===== src/verilog/mode_reg_pkg.sv =====
package mode_reg_pkg;

    // Mode register addresses on the 6-bit address field
    localparam logic [5:0] ADDR_SEGMENT_MASK = 6'h11;
    localparam logic [5:0] ADDR_OSC_LOW      = 6'h12;
    localparam logic [5:0] ADDR_OSC_HIGH     = 6'h13;
    localparam logic [5:0] ADDR_UB_INVERT    = 6'h14;

    localparam logic [7:0] SEGMENT_MASK_RESET = 8'h00;
    localparam logic [7:0] UB_INVERT_RESET    = 8'h55;
    localparam logic [15:0] OSC_COUNT_RESET   = 16'h0000;

    localparam int OSC_LOW_LSB  = 0;
    localparam int OSC_HIGH_LSB = 8;

    // Per-channel density codes
    localparam logic [2:0] DENS_1G  = 3'h0;
    localparam logic [2:0] DENS_2G  = 3'h1;
    localparam logic [2:0] DENS_3G  = 3'h2;
    localparam logic [2:0] DENS_4G  = 3'h3;
    localparam logic [2:0] DENS_6G  = 3'h4;
    localparam logic [2:0] DENS_8G  = 3'h5;
    localparam logic [2:0] DENS_12G = 3'h6;
    localparam logic [2:0] DENS_16G = 3'h7;

    // Lowest row bit of the segment field for the 1Gb density
    localparam int SEG_LSB_1G = 11;

    typedef struct packed {
        logic       wr;
        logic       rd;
        logic [5:0] addr;
        logic [7:0] data;
    } mr_cmd_s;

    typedef struct packed {
        logic [7:0] dq;
        logic       dmi;
    } cal_lane_s;

endpackage


===== src/verilog/segment_decode.sv =====
`timescale 1ns/1ns
module segment_decode (
    input  wire logic [17:0] i_row,
    input  wire logic [2:0]  i_density,
    input  wire logic [7:0]  i_mask,
    output logic             o_blocked
);
    logic [4:0] lsb;
    logic [2:0] segment;

    always_comb begin
        // From 3Gb upward each density pair shares one row field
        case (i_density)
            mode_reg_pkg::DENS_1G: begin
                lsb = 5'(mode_reg_pkg::SEG_LSB_1G);
            end
            mode_reg_pkg::DENS_2G: begin
                lsb = 5'(mode_reg_pkg::SEG_LSB_1G + 1);
            end
            mode_reg_pkg::DENS_3G, mode_reg_pkg::DENS_4G: begin
                lsb = 5'(mode_reg_pkg::SEG_LSB_1G + 2);
            end
            mode_reg_pkg::DENS_6G, mode_reg_pkg::DENS_8G: begin
                lsb = 5'(mode_reg_pkg::SEG_LSB_1G + 3);
            end
            default: begin
                lsb = 5'(mode_reg_pkg::SEG_LSB_1G + 4);
            end
        endcase
        segment = 3'(i_row >> lsb);
        o_blocked = i_mask[segment];
    end
endmodule


===== src/verilog/cal_invert.sv =====
`timescale 1ns/1ns
module cal_invert (
    input  wire logic [7:0]            i_pattern,
    input  wire logic                  i_dmi_pattern,
    input  wire logic [7:0]            i_invert,
    output mode_reg_pkg::cal_lane_s    o_lane
);
    always_comb begin
        o_lane.dq  = i_pattern ^ i_invert;
        o_lane.dmi = i_dmi_pattern;
    end
endmodule


===== src/verilog/dram_mode_reg_subset.sv =====
`timescale 1ns/1ns
// Functional notes
// - Segment mask bits reset to zero; a one disables refresh of that segment.
// - Mask bit n selects segment n, three top row bits by density.
// - Each channel holds its own segment mask.
// - Oscillator-low register returns count bits 7:0 on read.
// - Oscillator-high register returns count bits 15:8 on read.
// - Oscillator start command clears both count registers.
// - Each set invert bit inverts the calibration pattern on its upper DQ.
// - Upper-byte invert register is write-only, reset value 0x55.
// - Invert bits 0..3 map DQ8..11, bits 4..7 map DQ12..15.
// - Upper DMI line carries the true pattern, never inverted.
// - No bus inversion during read calibration, whatever the configuration.
module dram_mode_reg_subset (
    input  wire logic                    i_clk,
    input  wire logic                    i_rst_n,
    input  wire logic                    i_channel,
    input  mode_reg_pkg::mr_cmd_s        i_cmd,
    output logic                         o_rd_valid,
    output logic [7:0]                   o_rd_data,
    input  wire logic                    i_osc_start,
    input  wire logic                    i_osc_tick,
    input  wire logic [2:0]              i_density,
    input  wire logic                    i_ref_channel,
    input  wire logic [17:0]             i_ref_row,
    output logic                         o_ref_blocked,
    input  wire logic                    i_cal_active,
    input  wire logic                    i_dbi_enable,
    input  wire logic [15:0]             i_cal_pattern,
    input  wire logic [1:0]              i_dmi_pattern,
    output logic [15:0]                  o_cal_dq,
    output logic [1:0]                   o_cal_dmi,
    output logic                         o_dbi_active
);
    logic [7:0]  seg_mask [2];
    logic [7:0]  next_seg_mask [2];
    logic [7:0]  ub_invert;
    logic [7:0]  next_ub_invert;
    logic [15:0] osc_count;
    logic [15:0] next_osc_count;
    logic        next_rd_valid;
    logic [7:0]  next_rd_data;
    logic [15:0] next_cal_dq;
    logic [1:0]  next_cal_dmi;
    logic        ub_blocked;
    logic        next_ref_blocked;
    logic        next_dbi_active;
    logic [7:0]  sel_mask;
    mode_reg_pkg::cal_lane_s upper_lane;

    function automatic logic hit(input mode_reg_pkg::mr_cmd_s c, input logic [5:0] a);
        hit = c.addr == a;
    endfunction

    always_comb begin
        next_seg_mask[0] = seg_mask[0];
        next_seg_mask[1] = seg_mask[1];
        next_ub_invert   = ub_invert;
        if (i_cmd.wr && hit(i_cmd, mode_reg_pkg::ADDR_SEGMENT_MASK)) begin
            next_seg_mask[i_channel] = i_cmd.data;
        end
        if (i_cmd.wr && hit(i_cmd, mode_reg_pkg::ADDR_UB_INVERT)) begin
            next_ub_invert = i_cmd.data;
        end
    end

    always_comb begin
        next_osc_count = osc_count;
        if (i_osc_start) begin
            next_osc_count = mode_reg_pkg::OSC_COUNT_RESET;
        end else if (i_osc_tick && osc_count != 16'hFFFF) begin
            next_osc_count = osc_count + 16'h0001;
        end
    end

    always_comb begin
        next_rd_valid = i_cmd.rd;
        next_rd_data  = 8'h00;
        if (i_cmd.rd) begin
            case (i_cmd.addr)
                mode_reg_pkg::ADDR_OSC_LOW: begin
                    next_rd_data = osc_count[mode_reg_pkg::OSC_LOW_LSB +: 8];
                end
                mode_reg_pkg::ADDR_OSC_HIGH: begin
                    next_rd_data = osc_count[mode_reg_pkg::OSC_HIGH_LSB +: 8];
                end
                default: begin
                    next_rd_data = 8'h00;
                end
            endcase
        end
    end

    assign sel_mask = seg_mask[i_ref_channel];

    segment_decode u_segment_decode (
        .i_row     (i_ref_row),
        .i_density (i_density),
        .i_mask    (sel_mask),
        .o_blocked (ub_blocked)
    );

    cal_invert u_cal_invert (
        .i_pattern     (i_cal_pattern[15:8]),
        .i_dmi_pattern (i_dmi_pattern[1]),
        .i_invert      (ub_invert),
        .o_lane        (upper_lane)
    );

    always_comb begin
        next_ref_blocked = ub_blocked;
    end

    always_comb begin
        next_cal_dq     = 16'h0000;
        next_cal_dmi    = 2'b00;
        next_dbi_active = i_dbi_enable && !i_cal_active;
        if (i_cal_active) begin
            next_cal_dq[15:8] = upper_lane.dq;
            next_cal_dq[7:0]  = i_cal_pattern[7:0];
            next_cal_dmi      = {upper_lane.dmi, i_dmi_pattern[0]};
        end
    end

    // Segment masks and invert register
    always_ff @(posedge i_clk) begin
        if (!i_rst_n) begin
            seg_mask[0] <= mode_reg_pkg::SEGMENT_MASK_RESET;
            seg_mask[1] <= mode_reg_pkg::SEGMENT_MASK_RESET;
            ub_invert   <= mode_reg_pkg::UB_INVERT_RESET;
        end else begin
            seg_mask    <= next_seg_mask;
            ub_invert   <= next_ub_invert;
        end
    end

    always_ff @(posedge i_clk) begin
        if (!i_rst_n) begin
            osc_count <= mode_reg_pkg::OSC_COUNT_RESET;
        end else begin
            osc_count <= next_osc_count;
        end
    end

    always_ff @(posedge i_clk) begin
        if (!i_rst_n) begin
            o_rd_valid <= 1'b0;
            o_rd_data  <= 8'h00;
        end else begin
            o_rd_valid <= next_rd_valid;
            o_rd_data  <= next_rd_data;
        end
    end

    always_ff @(posedge i_clk) begin
        if (!i_rst_n) begin
            o_ref_blocked <= 1'b0;
        end else begin
            o_ref_blocked <= next_ref_blocked;
        end
    end

    always_ff @(posedge i_clk) begin
        if (!i_rst_n) begin
            o_cal_dq     <= 16'h0000;
            o_cal_dmi    <= 2'b00;
            o_dbi_active <= 1'b0;
        end else begin
            o_cal_dq     <= next_cal_dq;
            o_cal_dmi    <= next_cal_dmi;
            o_dbi_active <= next_dbi_active;
        end
    end
endmodule


===== config.mk =====
export PLATFORM = sky130hd
export DESIGN_NAME = dram_mode_reg_subset
export DESIGN_NICKNAME = d
export VERILOG_FILES = /design/src/verilog/mode_reg_pkg.sv /design/src/verilog/segment_decode.sv /design/src/verilog/cal_invert.sv /design/src/verilog/dram_mode_reg_subset.sv
export SDC_FILE = /design/constraint.sdc
export NUM_CORES = 1
export LEC_CHECK = 0
export ABC_AREA = 1
export BUFFER_PORTS_ARGS = -buffer_cell sky130_fd_sc_hd__buf_4
export CELL_PAD_IN_SITES_DETAIL_PLACEMENT = 0
export CELL_PAD_IN_SITES_GLOBAL_PLACEMENT = 2
export CORE_ASPECT_RATIO = 1.1
export CORE_MARGIN = 4
export CORE_UTILIZATION = 23
export CTS_CLUSTER_SIZE = 14
export DETAILED_ROUTE_END_ITERATION = 12
export GPL_TIMING_DRIVEN = 0
export PLACE_DENSITY_LB_ADDON = 0.1
export SYNTH_ARGS = -nofsm -noshare
export SYNTH_HDL_FRONTEND = slang
export SYNTH_SLANG_ARGS = --single-unit

===== constraint.sdc =====
create_clock -name i_clk -period 1.7 [get_ports i_clk]
set_input_delay 0.17 -clock i_clk [delete_from_list [all_inputs] [get_ports i_clk]]
set_output_delay 0.17 -clock i_clk [all_outputs]
set_load 0.02 [all_outputs]

==> summary.txt <==
Setup path
  – Critical Path Source Type: register
  – Crit path max fanout: 8
  – R2R Setup Slk: 0.11 ns
  – Worst flop-to-flop path startpoint: osc_count[12]
  – Depth of the worst register-to-register path: 9
  – Required time reported for the critical path endpoint: slightly below 2 ns
  – Category of the most critical setup path: register to register
  – Critical Path End: osc_count[5]
  – Critical path launch point: osc_count[12]
  – Endpoint of the worst-slack reg-to-reg timing path: osc_count[5]
  – Worst Path Arrival: approximately 1.9 ns
  – Kind of capture point of the worst setup path: register

Synth
  – Count of different cell masters after synthesis: 30
  – Warnings from Yosys: 0
  – Largest cells by area after synthesis: sky130_fd_sc_hd__dfxtp_1, sky130_fd_sc_hd__inv_1, sky130_fd_sc_hd__nor2_1
  – Flip-flop and latch count after synthesis: between 60 and 70
  – Fraction of the yosys area taken by sequential cells: 46.4%
  – Cell type contributing the most total cell area after synthesis: sky130_fd_sc_hd__dfxtp_1
  – Area share of the largest cell type after synthesis: 46.4%
  – Syn_area_per_cell: 7.37 µm²
  – Summed instance area of the synthesized netlist: 2980 µm²
  – Synthesized netlist net count: 468
  – Number of instances in the synthesized netlist: 404

Clock tree
  – # clock sinks: between 60 and 70
  – Cell at the root of the clock tree: sky130_fd_sc_hd__clkbuf_16
  – Number of buffers added by the clock tree synthesis step: 9
  – H-tree level count: 3
  – Clock tree buffer depth: 2
  – Clock Pin Slew Worst Setup and Hold Paths: about 0.06 ns
  – Clock latency at the later pin of the worst-skew pair: 0.33 ns
  – TritonCTS clock tree: yes

Placement
  – Number of cells after detailed placement: 641
  – # port buffers: 80
  – Final weighted congestion of routability-driven global placement: 0.754
  – Post-DP HPWL: 6640 µm

Route
  – Number of DRC violations after detailed routing: 0
  – Detail Route Antenna Nets: 0
  – Post-detailed-routing wire length: 8710 µm
  – First-pass iteration count of the detailed router: 4
  – DR WL/cell: 13.2 µm
  – Detailed router's first-iteration violation count: 93
  – Via Count: between 2000 and 3000
  – Via density: 4.24

Die
  – Die Y: 127 µm
  – Total I/O pin count: 92
  – Starting utilization of the core area: between 20% and 30%
  – Overall die width: 117 µm
  – Std cell rows: 43
  – Die area: between 10000 and 15000 µm²
  – Total core area: 12600 µm²

Global route
  – Tot GR Track Use: 12.0%
  – Wire length of the first global-routing pass: 13500 µm
  – Routing usage on met1: 14.6%
  – Most utilized layer in the global route result: met2
  – Met2 Track Usage GR: 20.0%
  – Via count of the first global-routing pass: roughly 2700
  – Largest net degree at the start of global routing: 13
  – Antenna violations before repair: 0
  – Fraction of met3 tracks used by global routing: 2.61%
  – Sum of overflow across all layers after global routing: 0

Layout
  – Layout cells sized above 1: a little under a quarter
  – Most used cells in the layout excluding fill and tap cells: sky130_fd_sc_hd__buf_4, sky130_fd_sc_hd__inv_1, sky130_fd_sc_hd__dfxtp_1
  – Final cell count without fillers: 659
  – Nets: approximately 560
  – Commonest non-fill, non-tap cell in the layout: sky130_fd_sc_hd__buf_4
  – Fillcell total: 1356
  – Multi-input gate area in the final layout: 1300 µm²
  – Area delta synth->final: 39.5%
  – Antenna Diode Count: 0
  – Register cell area after layout: 1380 µm²

Pwr
  – Worst vdd rail ir drop: around 0.6 mV
  – Leakage power: 0.00173 µW
  – Power share of the combinational group: 8.5%
  – Share of power burned in registers: 39.9%
  – Sw Pwr: 911 µW
  – Pwr/cell area: 999 nW/µm²
  – Relative contribution of the clock network to total power: 51.6%
  – Net Sw Frac: 21.9%
  – Internal power: 3240 µW
  – Total power draw: 4150 µW

STA
  – Transition at the pin with the smallest max-transition slack: 0.486 ns
  – Final hold slack: 0.0406 ns
  – Final worst-path cycle share: between 90 and 100%
  – Clock skew: slightly below 0.004 ns
  – Shortest clock period the worst path allows after layout: 1.59 ns
  – Final Hold Vio Count: 0
  – Setup-failing EPs final: 0
  – Maximum clock frequency: around 630 MHz
  – Unrepaired setup endpoints after global routing: false
  – Worst slew margin relative to its limit: roughly two thirds
  – Number of max-slew violations in the final report: 0

Run status
  – Outcome: finished clean

Flow run
  – Number of maximum-capacitance constraint violations: 0

Worst hold path
  – Hold/Removal Path Class: primary input to register
power groups by stage:
stage	clock, µW	sequential (µW)	combinational [µW]
5_1_grt	2290	1660	396
3_5_place_dp	0	1690	355
4_1_cts	2220	1650	358
3_3_place_gp	0	1690	356
6_report	2140	1650	355
2_1_floorplan	0	1720	143
layer usage:
metal	wire length (µm)	vias up
met5	0	-
met4	163	0
met3	376	13
met2	4440	43
met1	3730	1253
li1	-	1483
stage by stage:
step	worst slack (ns)	TNS (ns)	area (µm²)	utilization [%]
2_1_floorplan	0.336	0	2980	-
3_3_place_gp	0.000982	0	3780	29.9
3_5_place_dp	-0.0162	-0.0239	3780	29.9
4_1_cts	0.0963	0	4130	32.6
5_1_grt	0.00654	0	4160	32.9
6_report	0.112	0	4160	32.9
cell type report:
class                   instances  area share [%]
well taps                     157            4.73
plain buffers                  10            1.26
inverters                      69            6.23
clock buffers                   9            5.42
flip-flops and latches         69            33.3
clock inverters                 6            2.68
repair buffers                 83            15.1
multi-input cells             256            31.3
Yosys cell counts:
master,instances
sky130_fd_sc_hd__nor2_1,59
sky130_fd_sc_hd__dfxtp_1,69
sky130_fd_sc_hd__clkbuf_1,4
sky130_fd_sc_hd__a21oi_1,35
sky130_fd_sc_hd__ha_1,1
sky130_fd_sc_hd__nor3_2,1
sky130_fd_sc_hd__o22ai_1,9
sky130_fd_sc_hd__xor2_1,4
sky130_fd_sc_hd__nor4_4,1
sky130_fd_sc_hd__o21ai_2,1
sky130_fd_sc_hd__nor2_4,1
sky130_fd_sc_hd__nand3b_1,2
sky130_fd_sc_hd__xnor2_1,8
sky130_fd_sc_hd__o21ai_0,35
sky130_fd_sc_hd__nand4_1,7
sky130_fd_sc_hd__o211ai_1,1
sky130_fd_sc_hd__buf_4,1
sky130_fd_sc_hd__nand3_2,4
sky130_fd_sc_hd__nor3_1,8
sky130_fd_sc_hd__nand2_2,2
sky130_fd_sc_hd__nor3b_1,1
sky130_fd_sc_hd__buf_2,3
sky130_fd_sc_hd__nand3_1,20
sky130_fd_sc_hd__buf_1,1
sky130_fd_sc_hd__inv_2,2
sky130_fd_sc_hd__a211oi_1,1
sky130_fd_sc_hd__inv_1,67
sky130_fd_sc_hd__nand4_2,1
sky130_fd_sc_hd__nand2_1,54
sky130_fd_sc_hd__buf_6,1
state kept, by name, summed over array words and instances (netlist names):
name	count
o_rd_valid	1
seg_mask	16
o_dbi_active	1
o_rd_data	8
o_cal_dq	16
o_cal_dmi	2
ub_invert	8
o_ref_blocked	1
osc_count	16
logic make-up after synthesis:
logic type               Yosys count  share of synthesized area [%]
AND/OR/NAND/NOR                  161                           24.8
AO/OA/AOI/OAI                     82                           14.4
buffers and inverters             79                           10.5
flip-flops                        69                           46.4
XOR/XNOR                          12                           3.53
adder cells (fa/ha/maj)            1                          0.420
worst min path at each step:
stage,startpoint,end,slack [ns],depth (start not counted)
after floorplan,i_cal_active,o_dbi_active,0.24,1
after global placement,i_cal_active,o_dbi_active,0.34,2
after detailed placement,i_cal_active,o_dbi_active,0.35,2
after CTS,i_cmd[14],o_rd_valid,0.03,3
after global routing,i_cal_pattern[7],o_cal_dq[7],0.05,3
final,i_cmd[14],o_rd_valid,0.04,3
worst max-delay path: stages, from the launching register on:
cell and delay (ns):
sky130_fd_sc_hd__dfxtp_1 0.38, sky130_fd_sc_hd__inv_1 0.10, sky130_fd_sc_hd__nor3_1 0.26, sky130_fd_sc_hd__nand3_1 0.13, sky130_fd_sc_hd__nand2_2 0.15, sky130_fd_sc_hd__buf_6 0.15, sky130_fd_sc_hd__inv_2 0.06, sky130_fd_sc_hd__nand2_1 0.07
sky130_fd_sc_hd__o21ai_0 0.08, sky130_fd_sc_hd__a21oi_1 0.13
timing repair:
item,in CTS,in global routing
setup endpoints to repair,1,3
gates cloned,0,0
buffers inserted,0,2
hold endpoints to repair,1,0
pin swaps,0,2
resized for setup,1,5
hold buffers,1,0
(Power assumes the default switching activity.)
